**src/logic/tbcs_consts.svh**
```systemverilog
`ifndef TBCS_CONSTS_SVH
`define TBCS_CONSTS_SVH

`define TBCS_CMD_REQ      8'h05
`define TBCS_CMD_HALT     8'h50
`define TBCS_CMD_ATTR     8'h1d
`define TBCS_CMD_DESEL    8'hc2
`define TBCS_HL_GETUID    8'h30
`define TBCS_IND_HALT     8'h00
`define TBCS_IND_ATQB     8'h50
`define TBCS_HL_OK        8'h00
`define TBCS_PROTO_0      8'h77
`define TBCS_PROTO_1      8'h11
`define TBCS_PROTO_2      8'h61
`define TBCS_WUP_BIT      3
`define TBCS_N_MAX_CODE   3'h4
`define TBCS_LEN_REQ      5'h03
`define TBCS_LEN_HALT     5'h05
`define TBCS_LEN_ATTR     5'h09
`define TBCS_LEN_ATTR_HL  5'h0a
`define TBCS_LEN_ATQB     4'hc
`define TBCS_LEN_UIDR     4'ha
`define TBCS_BUF_BYTES    11
`define TBCS_CLK_NS       20
`define TBCS_TR0_NS       151000
`define TBCS_TR0_CYC      ((`TBCS_TR0_NS + `TBCS_CLK_NS - 1) / `TBCS_CLK_NS)
`define TBCS_LFSR_SEED    16'hace1
`define TBCS_LFSR_TAPS    16'hb400

`endif

```
**src/logic/tbcs_pkg.sv**
```systemverilog
package tbcs_pkg;
	typedef enum logic [1:0] {TBCS_IDLE, TBCS_READY, TBCS_HALT, TBCS_ACTIVE} tbcs_card_t;
	typedef enum logic [1:0] {TBCS_RX, TBCS_TURN, TBCS_SEND} tbcs_phase_t;
	typedef enum logic [1:0] {TBCS_R_ATQB, TBCS_R_HALT, TBCS_R_ATTR, TBCS_R_ECHO} tbcs_resp_t;
endpackage : tbcs_pkg

```
**src/logic/tbcs_core.sv**
```systemverilog
`timescale 1ns/1ns
`default_nettype none
`include "tbcs_consts.svh"
module tbcs_core #(
	parameter int unsigned TURN_CYC = `TBCS_TR0_CYC // Turnaround, shorten in simulation
) (
	input  wire logic            mclk,       // 50 MHz clock
	input  wire logic            rst_b,      // Async reset, active low (field power-up)
	input  wire logic      [63:0] uid,       // Factory unique identifier
	input  wire logic       [7:0] afi,       // Factory application family code
	input  wire logic            rx_start,   // Pulse: new request frame begins
	input  wire logic       [7:0] rx_data,   // Received byte, CRC removed
	input  wire logic            rx_valid,   // Pulse: rx_data is valid
	input  wire logic            rx_end,     // Pulse: frame ended
	input  wire logic            rx_crc_ok,  // With rx_end: CRC was correct
	input  wire logic            tx_ready,   // Framer accepts tx_data
	output logic            [7:0] tx_data,   // Response byte
	output logic                 tx_valid,   // Response byte available
	output logic                 tx_last,    // Last byte of response
	output tbcs_pkg::tbcs_card_t card_state, // Current card state
	output logic            [3:0] cid,       // Assigned card identifier
	output logic            [1:0] rate_resp, // Response rate code
	output logic            [1:0] rate_req,  // Request rate code
	output logic                 busy        // Turnaround or sending
);
	import tbcs_pkg::*;

	typedef struct packed {
		tbcs_phase_t         phase; // Receive, turnaround, send
		tbcs_card_t          card;  // Card protocol state
		logic          [3:0] cid;   // Stored identifier
		logic          [1:0] rresp; // Response rate
		logic          [1:0] rreq;  // Request rate
		logic [10:0][7:0]    buf_b; // Received bytes
		logic          [4:0] rcnt;  // Received byte count, saturating
		tbcs_resp_t          kind;  // Pending response type
		logic          [3:0] tlen;  // Pending response length
		logic          [3:0] tidx;  // Next byte to load
		logic         [12:0] wcnt;  // Turnaround counter
		logic          [7:0] txd;   // Output byte
		logic                txv;   // Output valid
		logic                txl;   // Output last
		logic                bsy;   // Turnaround or sending, kept as its own flop
	} tbcs_st_t;

	tbcs_st_t   st_reg;  // Registered state
	tbcs_st_t   st_next; // Next state
	logic [3:0] rnd;     // Random draw source

	localparam logic [12:0] TURN_LAST = 13'(TURN_CYC - 1); // Final turnaround count

	tbcs_lfsr u_lfsr (
		.mclk  (mclk),
		.rst_b (rst_b),
		.rnd   (rnd)
	);

	// Family filter: 00h all, low nibble zero matches high nibble only
	function automatic logic afi_hit(input logic [7:0] req, input logic [7:0] own);
		if (req == 8'h00)
			return 1'b1;
		else if (req[3:0] == 4'h0)
			return req[7:4] == own[7:4];
		else
			return req == own;
	endfunction

	// PUPI compare against the low four identifier bytes, first byte least significant
	function automatic logic pupi_hit(input logic [10:0][7:0] b, input logic [63:0] id);
		return {b[4], b[3], b[2], b[1]} == id[31:0];
	endfunction

	// Response byte generator for a given type and index
	function automatic logic [7:0] resp_byte(input tbcs_resp_t k, input logic [3:0] i,
		input tbcs_st_t s, input logic [63:0] id);
		logic [7:0] r;
		r = 8'h00;
		unique case (k)
			TBCS_R_HALT:
				r = `TBCS_IND_HALT;
			TBCS_R_ATQB:
				if (i == 4'h0)
					r = `TBCS_IND_ATQB;
				else if (i <= 4'h8)
					r = id[8*(i-4'h1) +: 8];
				else if (i == 4'h9)
					r = `TBCS_PROTO_0;
				else if (i == 4'ha)
					r = `TBCS_PROTO_1;
				else
					r = `TBCS_PROTO_2;
			TBCS_R_ATTR:
				if (i == 4'h0)
					r = {4'h0, s.cid};
				else if (i == 4'h1)
					r = `TBCS_HL_OK;
				else
					r = id[8*(i-4'h2) +: 8];
			TBCS_R_ECHO:
				r = s.buf_b[i];
		endcase
		return r;
	endfunction

	// Draw hit: R in 1..N, answer when R is 1, N = 2^code
	function automatic logic draw_one(input logic [2:0] code, input logic [3:0] r);
		logic [3:0] mask;
		mask = 4'((5'h01 << code) - 5'h01);
		return (r & mask) == 4'h0;
	endfunction

	// Main next-state logic
	always_comb
	begin
		logic       go;   // Start a response
		logic       wake; // Request is a wake-up
		tbcs_card_t ncard;
		go    = 1'b0;
		wake  = st_reg.buf_b[2][`TBCS_WUP_BIT];
		ncard = st_reg.card;
		st_next = st_reg;
		unique case (st_reg.phase)
			TBCS_RX:
			begin
				// Collect request bytes; frame start restarts the buffer
				if (rx_start)
					st_next.rcnt = 5'h00;
				else if (rx_valid && st_reg.rcnt != 5'h1f)
				begin
					if (st_reg.rcnt < 5'(`TBCS_BUF_BYTES))
						st_next.buf_b[st_reg.rcnt[3:0]] = rx_data;
					st_next.rcnt = st_reg.rcnt + 5'h01;
				end
				// Decode at frame end; failed CRC leaves everything alone
				if (rx_end && rx_crc_ok)
				begin
					unique case (st_reg.buf_b[0])
						`TBCS_CMD_REQ:
							// Request/wake-up; active cards and halted on plain request skip
							if (st_reg.rcnt == `TBCS_LEN_REQ
								&& st_reg.buf_b[2][7:4] == 4'h0
								&& st_reg.buf_b[2][2:0] <= `TBCS_N_MAX_CODE
								&& afi_hit(st_reg.buf_b[1], afi)
								&& st_reg.card != TBCS_ACTIVE
								&& (wake || st_reg.card != TBCS_HALT))
							begin
								ncard = TBCS_READY;
								// One slot answers at once, else only on a draw of one
								if (st_reg.buf_b[2][2:0] == 3'h0)
									go = 1'b1;
								else if (draw_one(st_reg.buf_b[2][2:0], rnd))
									go = 1'b1;
								st_next.kind = TBCS_R_ATQB;
								st_next.tlen = `TBCS_LEN_ATQB;
							end
						`TBCS_CMD_HALT:
							// Halt only from idle/ready and only with own PUPI
							if (st_reg.rcnt == `TBCS_LEN_HALT
								&& (st_reg.card == TBCS_IDLE || st_reg.card == TBCS_READY)
								&& pupi_hit(st_reg.buf_b, uid))
							begin
								ncard = TBCS_HALT;
								go = 1'b1;
								st_next.kind = TBCS_R_HALT;
								st_next.tlen = 4'h1;
							end
						`TBCS_CMD_ATTR:
							// Param one ignored; TR0/TR1 fixed by the turnaround count
							if (st_reg.rcnt >= `TBCS_LEN_ATTR
								&& (st_reg.card == TBCS_IDLE || st_reg.card == TBCS_READY)
								&& pupi_hit(st_reg.buf_b, uid))
							begin
								st_next.rresp = st_reg.buf_b[6][7:6];
								st_next.rreq  = st_reg.buf_b[6][5:4];
								st_next.cid   = st_reg.buf_b[8][3:0];
								ncard = TBCS_ACTIVE;
								go = 1'b1;
								st_next.kind = TBCS_R_ATTR;
								// Only a lone get-identifier code earns the extra field
								if (st_reg.rcnt == `TBCS_LEN_ATTR_HL
									&& st_reg.buf_b[9] == `TBCS_HL_GETUID)
									st_next.tlen = `TBCS_LEN_UIDR;
								else
									st_next.tlen = 4'h1;
							end
						`TBCS_CMD_DESEL:
							// Deselect only while active, with matching CID, or with no CID when the stored CID is zero
							if (st_reg.card == TBCS_ACTIVE
								&& ((st_reg.rcnt == 5'h01 && st_reg.cid == 4'h0)
								|| (st_reg.rcnt == 5'h02
								&& st_reg.buf_b[1] == {4'h0, st_reg.cid})))
							begin
								ncard = TBCS_HALT;
								go = 1'b1;
								st_next.kind = TBCS_R_ECHO;
								st_next.tlen = 4'(st_reg.rcnt);
							end
						default:
							go = 1'b0; // Unknown command, silent
					endcase
					st_next.card = ncard;
					if (go)
					begin
						st_next.phase = TBCS_TURN;
						st_next.bsy   = 1'b1;
						st_next.wcnt  = 13'h0000;
						st_next.tidx  = 4'h0;
					end
				end
			end
			TBCS_TURN:
			begin
				// Fixed turnaround before the first byte
				if (st_reg.wcnt == TURN_LAST)
				begin
					st_next.phase = TBCS_SEND;
					st_next.txd   = resp_byte(st_reg.kind, 4'h0, st_reg, uid);
					st_next.txv   = 1'b1;
					st_next.txl   = st_reg.tlen == 4'h1;
					st_next.tidx  = 4'h1;
				end
				else
					st_next.wcnt = st_reg.wcnt + 13'h0001;
			end
			TBCS_SEND:
			begin
				// Hand bytes out; requests arriving now are dropped
				if (tx_ready)
				begin
					if (st_reg.txl)
					begin
						st_next.phase = TBCS_RX;
						st_next.bsy   = 1'b0;
						st_next.txv   = 1'b0;
						st_next.txl   = 1'b0;
						st_next.rcnt  = 5'h00;
					end
					else
					begin
						st_next.txd  = resp_byte(st_reg.kind, st_reg.tidx, st_reg, uid);
						st_next.txl  = st_reg.tidx + 4'h1 == st_reg.tlen;
						st_next.tidx = st_reg.tidx + 4'h1;
					end
				end
			end
			default:
				st_next.phase = TBCS_RX; // Unused phase code recovers
		endcase
	end

	// State register; all fields cleared at power-up
	always_ff @(posedge mclk or negedge rst_b)
	begin
		if (!rst_b)
		begin
			st_reg       <= '0;
			st_reg.phase <= TBCS_RX;
			st_reg.card  <= TBCS_IDLE;
			st_reg.kind  <= TBCS_R_ATQB;
		end
		else
			st_reg <= st_next;
	end

	assign tx_data    = st_reg.txd;
	assign tx_valid   = st_reg.txv;
	assign tx_last    = st_reg.txl;
	assign card_state = st_reg.card;
	assign cid        = st_reg.cid;
	assign rate_resp  = st_reg.rresp;
	assign rate_req   = st_reg.rreq;
	assign busy       = st_reg.bsy;
endmodule // tbcs_core
`default_nettype wire

```
**src/logic/tbcs_lfsr.sv**
```systemverilog
`timescale 1ns/1ns
`default_nettype none
`include "tbcs_consts.svh"
module tbcs_lfsr (
	input  wire logic       mclk,  // System clock
	input  wire logic       rst_b, // Async reset, active low
	output logic      [3:0] rnd    // Free-running random nibble
);
	typedef struct packed {
		logic [15:0] sr; // Galois shift register
	} tbcs_lfsr_st_t;

	tbcs_lfsr_st_t st_reg; // Registered state
	tbcs_lfsr_st_t st_next; // Next state

	// Advance every cycle; reader timing jitter decorrelates the sample point
	always_comb
	begin
		st_next = st_reg;
		st_next.sr = {1'b0, st_reg.sr[15:1]} ^ (st_reg.sr[0] ? `TBCS_LFSR_TAPS : 16'h0000);
	end

	// State register
	always_ff @(posedge mclk or negedge rst_b)
	begin
		if (!rst_b)
			st_reg <= '{sr: `TBCS_LFSR_SEED};
		else
			st_reg <= st_next;
	end

	assign rnd = st_reg.sr[3:0];
endmodule // tbcs_lfsr
`default_nettype wire

```
**config.mk**
```make
export PLATFORM = sky130hd
export DESIGN_NAME = tbcs_core
export DESIGN_NICKNAME = d
export VERILOG_FILES = /design/src/logic/tbcs_pkg.sv /design/src/logic/tbcs_core.sv /design/src/logic/tbcs_lfsr.sv
export VERILOG_INCLUDE_DIRS = /design/src /design/src/logic
export SDC_FILE = /design/constraint.sdc
export NUM_CORES = 1
export LEC_CHECK = 0
export BUFFER_PORTS_ARGS = -buffer_cell sky130_fd_sc_hd__clkbuf_2
export CORE_MARGIN = 2
export CORE_UTILIZATION = 45
export DETAILED_ROUTE_END_ITERATION = 16
export RECOVER_POWER = 100
export SLEW_MARGIN = 20
export SYNTH_ARGS = -nofsm -noshare
export SYNTH_HDL_FRONTEND = slang
export SYNTH_SLANG_ARGS = --single-unit
```
**constraint.sdc**
```tcl
create_clock -name mclk -period 9.8 [get_ports mclk]
set_clock_uncertainty 0.05 [all_clocks]
set_input_delay 1.47 -clock mclk [delete_from_list [all_inputs] [get_ports mclk]]
set_output_delay 1.47 -clock mclk [all_outputs]
set_load 0.005 [all_outputs]
```
Word-level counts from Yosys, hierarchy flattened
Index checks and enable logic that the tools add are counted.
{ "word_totals": {"elab_cells": 201, "ff_bits": 155, "output_inout_bits": 21, "in_bits": 87} }
{ "classes": {"reduce_logical": 45, "n_eq_ne": 42, "shift": 3, "bitwise": 3, "addsub": 6, "magnitude_cmp": 7, "n_mux": 69} }
{ "ops": {"columns": ["op", "n"], "rows": [
  ["$shiftx A64 B33 Y8", 2],
  ["$bwmux W88", 1],
  ["$mux W8", 9],
  ["$pmux W8 S4", 2],
  ["$mux W17", 2],
  ["$bmux W8 S4", 1],
  ["$demux W8 S4", 1],
  ["$eq A32 B32 Y1", 1],
  ["$ne A2 B2 Y1 const B", 13],
  ["$pmux W13 S2", 1],
  ["$mux W6", 4],
  ["$pmux W6 S4", 1],
  ["$reduce_and A4 Y1", 6],
  ["$logic_not A4 Y1", 5],
  ["$mux W5", 4],
  ["$pmux W10 S2", 1],
  ["$mux W1", 17],
  ["$logic_and A1 B1 Y1", 16],
  ["$mux W16", 1],
  ["$mux W2", 8],
  ["$mux W4", 4],
  ["$xor A15 B16 Y16", 1],
  ["$mux W7", 2],
  ["$add A13 B1 Y13 const B", 1],
  ["other kinds (54)", 71]
]} }

Depth between registers and ports, before layout
Gate-level depths: netlist (run 1).
{ "depth": {"word_depth": 16, "ltp_mapped": 13, "mapped_depth_nobuf": 10} }

Modules after synthesis
From an unflattened synthesis (run 1), not the netlist that was laid out.
{ "hier_totals": {"hier_cells": 908, "area_unflattened_um2": 9978.3} }
{ "by_module_without_submodules": {"columns": ["module", "cells_per_inst", "area_per_inst_um2", "seq_area_each_um2", "n_inst"], "rows": [
  ["tbcs_core", 885, 9511.6, 3478.3, 1],
  ["tbcs_lfsr", 23, 466.7, 410.4, 1]
]} }

Worst setup path before layout (run 1)
No wires, ideal clock.
{ "synth_path": {"path_type": "register -> register", "startpoint": "reg st_reg[24] (netlist name)", "endpoint": "reg st_reg, in the netlist tx_data[7]", "t_required_ns": 9.613, "setup_slack_ns": 5.943, "t_arrival_ns": 3.670, "path_buffers": 4, "setup_ns": 0.137, "synth_period_minus_slack_ns": 3.857, "stages_incl_launch_ff": 13, "path_cell_list": "dfrtp_1 -> buf_1 -> clkbuf_1 -> inv_1 -> ha_1 -> clkbuf_1 -> buf_1 -> mux4_2 -> a22oi_1 -> o22ai_1 -> a22o_1 -> a22oi_1 -> a21oi_1"} }
{ "synth_between": {"elab_chain_len": 8, "word_cells_on_any_way": 17, "cone_classes": "add/sub: 2; order compare: 1; eq/ne: 1; shift: 2; mux: 10; reduce/logical: 1"} }
{ "synth_rtl": {"columns": ["element", "line_no", "source"], "rows": [
  ["start, declared", "tbcs_core.sv:46", "tbcs_st_t st_reg;"],
  ["start signal, assigned", "tbcs_core.sv:262", "st_reg <= st_next;"],
  ["$sub A4 B2 Y5 or $sub A4 B1 Y5 (tied branches)", "tbcs_core.sv:98, tbcs_core.sv:85", null],
  ["$shiftx A64 B33 Y8, on equally long branches", "tbcs_core.sv:98, tbcs_core.sv:85", null],
  ["$mux W8, on equally long branches", "tbcs_core.sv:95, tbcs_core.sv:84", null],
  ["$mux W8, on equally long branches", "tbcs_core.sv:93, tbcs_core.sv:82", null],
  ["$pmux W8 S4 (*)", "tbcs_core.sv:78", "unique case (k)"],
  ["$mux W8 (*)", "tbcs_core.sv:230", "if (st_reg.txl)"],
  ["$mux W11 (*)", "tbcs_core.sv:228", "if (tx_ready)"],
  ["$pmux W10 S2 (*)", "tbcs_core.sv:122", "unique case (st_reg.phase)"]
]} }
Mark *: on every way between the ends. The rest lies on a longest branch, timed or not. The select of a mux whose other input is x is not followed.
A chain may end at the register's enable or synchronous reset.

Worst setup path in the final report (run 1)
{ "layout_path": {"startpoint": "reg st_reg[25] (netlist name)", "endpoint": "reg st_reg, in the netlist tx_data[7]"} }
The elaborated chain is that of the path after synthesis.

==> results.yml, run 1 <==
outcome:
  status: "finished, violations left"
  violations: "max-capacitance violations, max-slew violations"
sta:
  setup-tns-final_ps: 0
  max_slew.worst_pin.slew_ps: 4410
  max_freq_mhz: 161
  setup_violations: 0
  grt_setup_unrepaired: "no"
  period_share_pct: 63.3
  slew_violations: 149
  relSlewSlack_pct: -194
  min_period_ps: 6200
  final_hold_viol_count: 0
routing:
  vias: 8251
  wl_per_cell_um: 23.2
  vias_per_cell: 6.29
  first_pass_iters: 5
  drc: 0
  drt_wl_total_um: 30400
  final_antenna_net_count: 0
  drtIter0Drc: 733
setup_path:
  endpoint_kind: "register"
  path_common_cell: "a22oi_1"
  crit_arrival_ps: 6470
  path_max_fanout: 48
  crit_family: "buffers and inverters"
  cp_slowest_cell: "clkbuf_1"
  critPathMaxStageDelay_ps: 2130
  start_kind: "register"
  critical_path_class: "register to register"
  worstReg2RegEnd: "tx_data[7]"
  ff2ff_path_depth: 10
  worst-path-buf-inv: 3
  reg2reg_slack_ps: 3600
  cp.required_ps: 10060
  cp_cell_sequence: "clkbuf_1, inv_1, ha_1, buf_4, mux4_2, a22oi_1, o22ai_1, a22o_1, a22oi_1, a21oi_1"
  worstReg2RegStart: "st_reg[25]"
clock_network:
  cts_tree: "yes"
  clk_path_buf_depth: 2
  htreeDepth: 4
  clkSinkCount: 155
  clk_latency_ps: 440
  cts_root_buf: "clkbuf_16"
  cts_setup_buffers: 0
  numCtsBuffers: 17
  cts-resized-gates: 0
  clkTransAtPathRegs_ps: 70
  hold_buffers: 0
synthesis:
  synth-edff-count: 0
  synthesis.nets: 1063
  ys.flop_type: "dfrtp_1"
  syn_inst: 958
  ys_ff_latch: 155
  avgSynthCellArea_um2: 10.7
  ys_seq_area_share_pct: 38.1
  synth.distinct_cells: 71
  yosysWarnings: 0
  syn_area_mm2: 0.0102
  synthArstFlopShare_pct: 100
hold_path:
  min_from: "u_lfsr.st_reg[8]"
  holdPathEnd: "u_lfsr.st_reg[7]"
  hold_class: "register to register"
  whs_path_depth: 0
cells_and_area:
  drive_above_1_share_pct: 30.6
  multi_input_area_mm2: 0.00583
  fillers: 2083
  largest_reg_flops: 118
  final_nets: 1117
  regArea_mm2: 0.00389
  syn_to_final_growth_pct: 11.2
power_and_ir_drop:
  p_leak_nw: 4.99
  p_total_mw: 2.82
  power_density_mw_per_mm2: 248
  intPower_mw: 1.67
  comb_power_share_pct: 44.1
  p_seq_share_pct: 32.1
  p_switching_mw: 1.15
  switching_share_pct: 40.8
  p_clk_share_pct: 23.8
  vdd_drop_max_mv: 0.148
job:
  drv_cap: 4
global_routing:
  grt_max_degree: 82
  grt_pass1_vias: 8020
  track_usage_pct: 26.0
  antenna_found_initial: 1
  overflow: 0
  grt_pass1_wl_um: 47500
floorplan:
  die_x_um: 155
  die_h_um: 155
  num_rows: 55
  io_pins: 108
  initial_core_util_pct: 45.5
  core_area_mm2: 0.0224
  die_area_mm2: 0.0239
placed_design:
  portBuffers: 107
  hpwl_um: 22200
  globalplace.congestion: 0.960
## logic make-up after synthesis
logic type | Yosys count | synth area share [%]
AOI/OAI and AO/OA | 189 | 12.1
xor gates and xnor gates | 55 | 4.71
adders and majority gates | 18 | 2.20
buffers and inverters | 103 | 4.62
DFF | 155 | 38.1
muxes | 189 | 26.1
and+or+nand+nor | 249 | 12.2
## power by group through the flow
| stage | Sequential (mW) | Combinational, mW | Clock [mW] |
|---|---|---|---|
| 5_1_grt | 0.913 | 1.35 | 0.714 |
| 3_3_place_gp | 0.908 | 1.22 | 0 |
| 6_report | 0.903 | 1.24 | 0.671 |
| 4_1_cts | 0.897 | 1.23 | 0.690 |
| 3_5_place_dp | 0.909 | 1.23 | 0 |
| 2_1_floorplan | 0.821 | 0.973 | 0 |
## cells in the mapped netlist, drive strengths merged (4+ instances only)
cell type | n | area (um^2)
nand2 | 68 | 255
nor3 | 22 | 110
a221o | 9 | 90.1
and4 | 4 | 35.0
or4 | 5 | 41.3
inv | 20 | 75.1
o22ai | 11 | 68.8
mux2 | 106 | 1190
nor2 | 66 | 248
clkbuf | 50 | 188
a22oi | 7 | 52.6
nor4 | 10 | 77.6
nor2b | 8 | 50.1
o211ai | 4 | 30.0
a211oi | 7 | 52.6
o22a | 4 | 35.0
a31oi | 10 | 62.6
ha | 18 | 225
dfrtp | 147 | 3680
nand3 | 17 | 85.1
o21ai | 57 | 285
o31ai | 6 | 58.8
a21oi | 43 | 230
nor4b | 4 | 35.0
mux4 | 51 | 1150
xor2 | 12 | 105
xnor2 | 43 | 377
buf | 31 | 201
a22o | 6 | 52.6
mux2i | 32 | 320
and2 | 5 | 31.3
dfstp | 8 | 210
or2 | 7 | 43.8
nand4 | 16 | 100
## routing by layer
| metal | wire, um | share of wire [%] | vias up | global-route usage (%) |
|---|---|---|---|---|
| li1 | - | - | 3682 | - |
| met1 | 13500 | 44 | 4163 | 36.5 |
| met2 | 13900 | 46 | 337 | 40.3 |
| met3 | 2170 | 7.1 | 69 | 5.86 |
| met4 | 843 | 2.8 | 0 | 8.55 |
| met5 | 0 | 0 | - | 0 |
## cell usage in the layout (no fill, tap or decap), types with 7 or more instances in the layout
cell type  count
nor4_1        10
nor3_1        22
xnor2_1       43
mux2i_1       32
clkbuf_2      96
a21oi_1       42
clkbuf_16     17
clkbuf_1      13
mux4_2        51
nand3_1       17
dfrtp_1      145
a22oi_1        7
inv_1         19
a31oi_1       10
nand4_1       16
nand2_1       68
nor2b_1        8
buf_4          7
a211oi_1       7
ha_1          18
a221o_1        9
o22ai_1       11
xor2_1        12
nor2_1        66
mux2_2       105
o21ai_0       53
dfstp_2        7
## cell type report
type	count	share of cell area, %
inverter	22	0.727
multi-input combinational	700	51.3
clock inverter	15	1.65
timing repair buffer	116	5.12
tap	285	3.14
antenna	1	0.0220
clock buffer	17	3.74
sequential	155	34.3
## worst reg2reg max path, cell delays in order (launching register included)
cell	delay, ps
dfrtp_2	340
clkbuf_1	2130
inv_1	780
ha_1	960
buf_4	400
mux4_2	570
a22oi_1	190
o22ai_1	110
a22o_1	260
a22oi_1	200
a21oi_1	90
## worst max-delay path by stage
| stage | from | end | slack, ps | depth (start not counted) |
|---|---|---|---|---|
| finish | st_reg[25] | tx_data[7] | 3600 | 10 |
| global route | rst_b | st_reg[24] | 2950 | 1 |
| CTS | st_reg[25] | tx_data[3] | 5750 | 10 |
| detailed placement | uid[5] | rate_resp[1] | 5630 | 8 |
| global placement | uid[31] | rate_req[0] | 5760 | 8 |
| floorplan | st_reg[24] | tx_data[7] | 5940 | 12 |
## through the flow
| stage | hold WS (ps) | util, % | cell area, um^2 | instances | worst slack (ps) |
|---|---|---|---|---|---|
| 6_report | 301 | 50.6 | 11400 | 1311 | 3600 |
| 5_1_grt | 311 | 50.6 | 11400 | 1310 | 2950 |
| 4_1_cts | 302 | 50.9 | 11400 | 1310 | 5750 |
| 3_5_place_dp | 286 | 48.2 | 10800 | 1278 | 5630 |
| 3_3_place_gp | 284 | 48.2 | 10800 | 1278 | 5760 |
| 2_1_floorplan | 281 | - | 10200 | 958 | 5940 |
Note: power is estimated with default switching activity, not from simulation.
==> inputs of run 2 (changes only) <==
clock period = 6.4 ns   (was 9.8 ns; I/O delays follow)
==> run 2 against run 1 <==
Against the previous run: the flow still finishes with violations (max-capacitance violations, max-slew violations); die area did not move; critical path depth fell by 2; sequential power rose by 58%; setup slack got worse by 1500 ps; sequential share of layout area barely moved; design area barely moved; combinational power rose by 46%; sequential cell count did not move; largest power group unchanged; global-route usage barely moved; via count fell by 0.56%; cell count fell by 0.15%.
==> results.yml, run 2 (synthesis results as in run 1) <==
clock_network:
  cts_setup_buffers: 0
  clkTransAtPathRegs_ps: 80
  clk_latency_ps: 440
  numCtsBuffers: 17
  cts_tree: "yes"
  hold_buffers: 0
  clk_path_buf_depth: 2
  cts-resized-gates: 0
  htreeDepth: 4
  cts_root_buf: "clkbuf_16"
  clkSinkCount: 155
cells_and_area:
  regArea_mm2: 0.00389
  final_common_cell: "dfrtp_1"
  multi_input_area_mm2: 0.00582
  syn_to_final_growth_pct: 11.1
  largest_reg_flops: 118
  final_cell_mix: "dfrtp_1, mux2_2, clkbuf_2"
  drive_above_1_share_pct: 30.5
  fillers: 2016
  antenna_cells: 0
  final_nets: 1116
sta:
  relSlewSlack_pct: -45.0
  grt_setup_unrepaired: "no"
  slew_violations: 9
  min_period_ps: 4290
  max_freq_mhz: 233
  setup-tns-final_ps: 0
  setup_slack_ps: 2110
  setup_violations: 0
  max_slew.worst_pin.slew_ps: 2160
  final_hold_viol_count: 0
  holdWs_ps: 294
  period_share_pct: 67.1
setup_path:
  cp.depth: 8
  cp-endpoint: "rate_resp[1]"
  cp.required_ps: 6680
  path_common_cell: "nor4_1"
  start_kind: "input port"
  ff2ff_path_depth: 7
  worstReg2RegStart: "st_reg[50]"
  endpoint_kind: "register"
  cp_cell_sequence: "clkbuf_1, xnor2_1, nand4_1, nor4_1, and2_0, nand2_1, nor4_1, mux2_2"
  crit_start: "uid[22]"
  critPathMaxStageDelay_ps: 1650
  worst-path-buf-inv: 1
  crit_family: "simple AND/OR/NAND/NOR gates"
  worstReg2RegEnd: "rate_resp[1]"
  reg2reg_slack_ps: 2210
  path_max_fanout: 8
  cp_slowest_cell: "nor4_1"
  crit_arrival_ps: 4570
  critical_path_class: "input port to register"
global_routing:
  grt_pass1_wl_um: 47300
  grt_max_degree: 90
  overflow: 0
  track_usage_pct: 26.1
  antenna_found_initial: 0
  grt_pass1_vias: 7809
routing:
  vias: 8205
  vias_per_cell: 6.27
  first_pass_iters: 5
  wl_per_cell_um: 23.4
  final_antenna_net_count: 0
  drc: 0
  drtIter0Drc: 798
  drt_wl_total_um: 30600
placed_design:
  hpwl_um: 22500
  portBuffers: 107
  place_worst_setup_slack_ps: 2390
  globalplace.congestion: 0.926
floorplan:
  die_x_um: 155
  initial_core_util_pct: 45.5
  die_h_um: 155
  die_area_mm2: 0.0239
  io_pins: 108
  num_rows: 55
  core_area_mm2: 0.0224
power_and_ir_drop:
  power_density_mw_per_mm2: 377
  vdd_drop_max_mv: 0.190
  p_leak_nw: 4.99
hold_path:
  hold_class: "register to register"
outcome:
  violations: "max-capacitance violations, max-slew violations"
  status: "finished, violations left"
job:
  drv_cap: 1
[run 2: changes by cell type in the layout (fill, tap and decap cells not counted), sizes merged]
cell,before,now
diode,1,0
inv,29,28
clkinv,7,9
clkbuf,126,124
buf,7,8
clkinvlp,1,0
[run 2: worst min path at each step]
stage                                 from  depth (start not counted)                to  slack (ps)
after floorplan           u_lfsr.st_reg[4]                          0  u_lfsr.st_reg[3]         280
after global placement    u_lfsr.st_reg[4]                          0  u_lfsr.st_reg[3]         290
after detailed placement  u_lfsr.st_reg[8]                          0  u_lfsr.st_reg[7]         290
after CTS                 u_lfsr.st_reg[8]                          0  u_lfsr.st_reg[7]         300
after global routing      u_lfsr.st_reg[8]                          0  u_lfsr.st_reg[7]         310
final                     u_lfsr.st_reg[8]                          0  u_lfsr.st_reg[7]         290
[run 2: area by class of cell]
cell class,instances,area share [%]
multi-input cells,700,51.2
flip-flops and latches,155,34.3
repair buffers,115,5.15
clock buffers,17,3.75
well taps,285,3.14
clock inverters,15,1.71
inverters,22,0.727
[run 2: through the flow]
| step | total power [mW] | instance area [um^2] | util [%] | instances |
|---|---|---|---|---|
| final | 4.29 | 11400 | 50.6 | 1309 |
| after global routing | 4.52 | 11400 | 50.6 | 1309 |
| after CTS | 4.30 | 11400 | 50.9 | 1309 |
| after detailed placement | 3.25 | 10800 | 48.1 | 1277 |
| after global placement | 3.23 | 10800 | 48.1 | 1277 |
| after floorplan | 2.75 | 10200 | - | 958 |
[run 2: power by group]
part	leakage [nW]	internal (mW)	switching, mW	total [mW]
logic	2.64	0.863	0.945	1.81
registers	2.05	1.13	0.306	1.43
clock network	0.300	0.535	0.507	1.04
[run 2: per-layer routing]
metal	routed length [um]	vias to the layer above	part of all wire [%]	global-route usage [%]
li1	-	3659	-	-
met1	13300	4133	44	36.3
met2	14200	354	46	41.3
met3	2220	59	7.2	5.07
met4	833	0	2.7	8.29
met5	0	-	0	0
==> inputs of run 3 (changes only) <==
PLACE_DENSITY = 0.66   (was not set)
clock period = 3.5 ns   (was 6.4 ns; I/O delays follow)
==> run 3 against run 2 <==
Against the previous run: the flow still finishes with violations (max-capacitance violations, max-slew violations); global-route usage shrank 0.27 points; largest cell class unchanged; largest power group unchanged; routed wire length decreased by 1.2%; total power is 85% higher.
==> results.yml, run 3 (synthesis results as in run 1) <==
sta:
  min_period_ps: 3270
  grt_setup_unrepaired: "no"
  final_hold_viol_count: 0
  setup-tns-final_ps: 0
  max_slew.worst_pin.slew_ps: 1900
  setup_violations: 0
  relSlewSlack_pct: -26.5
  period_share_pct: 93.4
  slew_violations: 71
  max_freq_mhz: 306
routing:
  wl_per_cell_um: 22.9
  vias_per_cell: 6.26
  drt_wl_total_um: 30300
  first_pass_iters: 5
  final_antenna_net_count: 0
  vias: 8283
  drtIter0Drc: 686
  drc: 0
placed_design:
  hpwl_um: 22500
  dp.cells: 1292
  globalplace.congestion: 0.980
  portBuffers: 107
cells_and_area:
  final_nets: 1131
  fillers: 2034
  stdcell_count: 1324
  final_common_cell: "dfrtp_1"
  final_cell_mix: "dfrtp_1, mux2_2, clkbuf_2"
  drive_above_1_share_pct: 31.7
  multi_input_area_mm2: 0.00585
  regArea_mm2: 0.00389
  syn_to_final_growth_pct: 12.5
  antenna_cells: 0
  fin_util_pct: 51.3
  largest_reg_flops: 118
global_routing:
  track_usage_pct: 25.8
  grt_pass1_wl_um: 47200
  grt_max_degree: 72
  grt_pass1_vias: 8143
  overflow: 0
  antenna_found_initial: 1
floorplan:
  die_area_mm2: 0.0239
  num_rows: 55
  io_pins: 108
  initial_core_util_pct: 45.5
  die_x_um: 155
  core_area_mm2: 0.0224
  die_h_um: 155
setup_path:
  crit_arrival_ps: 3540
  start_kind: "register"
  path_max_fanout: 12
  endpoint_kind: "register"
  ff2ff_path_depth: 7
  cp.required_ps: 3770
  cp_cell_sequence: "or4_1, or4_1, o21ai_1, nor3b_4, o31a_1, o21ai_0, a221o_1"
  reg2reg_slack_ps: 230
  critical_path_class: "register to register"
  path_common_cell: "or4_1"
  cp_slowest_cell: "or4_1"
  critPathMaxStageDelay_ps: 600
hold_path:
  whs_path_depth: 0
  hold_class: "register to register"
power_and_ir_drop:
  power_density_mw_per_mm2: 688
  vdd_drop_max_mv: 0.522
  p_total_mw: 7.91
  p_leak_nw: 5.06
outcome:
  violations: "max-capacitance violations, max-slew violations"
  status: "finished, violations left"
job:
  drv_cap: 1
clock_network:
  cts_setup_buffers: 0
  cts-resized-gates: 0
  numCtsBuffers: 17
  cts_root_buf: "clkbuf_16"
  cts_tree: "yes"
  hold_buffers: 0
  clkTransAtPathRegs_ps: 70
  clk_path_buf_depth: 2
  clk_latency_ps: 440
  htreeDepth: 4
  clkSinkCount: 155
## run 3: power breakdown
part	switching, mW	leakage, nW	internal, mW
sequential	0.429	2.05	2.07
clock	0.868	0.297	1.04
combinational	1.84	2.72	1.66
## run 3: per-layer routing
| metal | share of wire, % | global-route usage, % | vias to the layer above |
|---|---|---|---|
| met1 | 43 | 34.4 | 4206 |
| met4 | 2.4 | 8.77 | 2 |
| li1 | - | - | 3694 |
| met3 | 6.7 | 5.32 | 55 |
| met2 | 48 | 42.1 | 326 |
| met5 | 0.043 | 0 | - |
## run 3: cell type report
cell class | instances | share of cell area (%)
clock inverters | 14 | 1.48
repair buffers | 130 | 6.16
well taps | 285 | 3.10
multi-input cells | 700 | 50.9
flip-flops and latches | 155 | 33.9
inverters | 22 | 0.718
clock buffers | 18 | 3.82
## run 3: worst paths after layout
kind,from,to
worst max-delay path,st_reg[53],st_reg[15]
worst min-delay path,u_lfsr.st_reg[8],u_lfsr.st_reg[7]
worst max register to register,st_reg[53],st_reg[15]
worst min register to register,u_lfsr.st_reg[8],u_lfsr.st_reg[7]
max in group asynchronous,rst_b,u_lfsr.st_reg[8]
min in group asynchronous,rst_b,tx_data[6]
## run 3: per-stage QoR
stage	hold slack [ps]	area [um^2]	setup WS, ps
6_report	301	11500	230
5_1_grt	306	11500	120
4_1_cts	84.5	11600	398
3_5_place_dp	287	10900	394
3_3_place_gp	283	10900	451
2_1_floorplan	179	10200	38.1
## run 3: critical path, delay by kind of cell (launching register included)
family          cells  cell delay, ps
simple gates        3            1450
compound gates      4            1200
flops               1             450
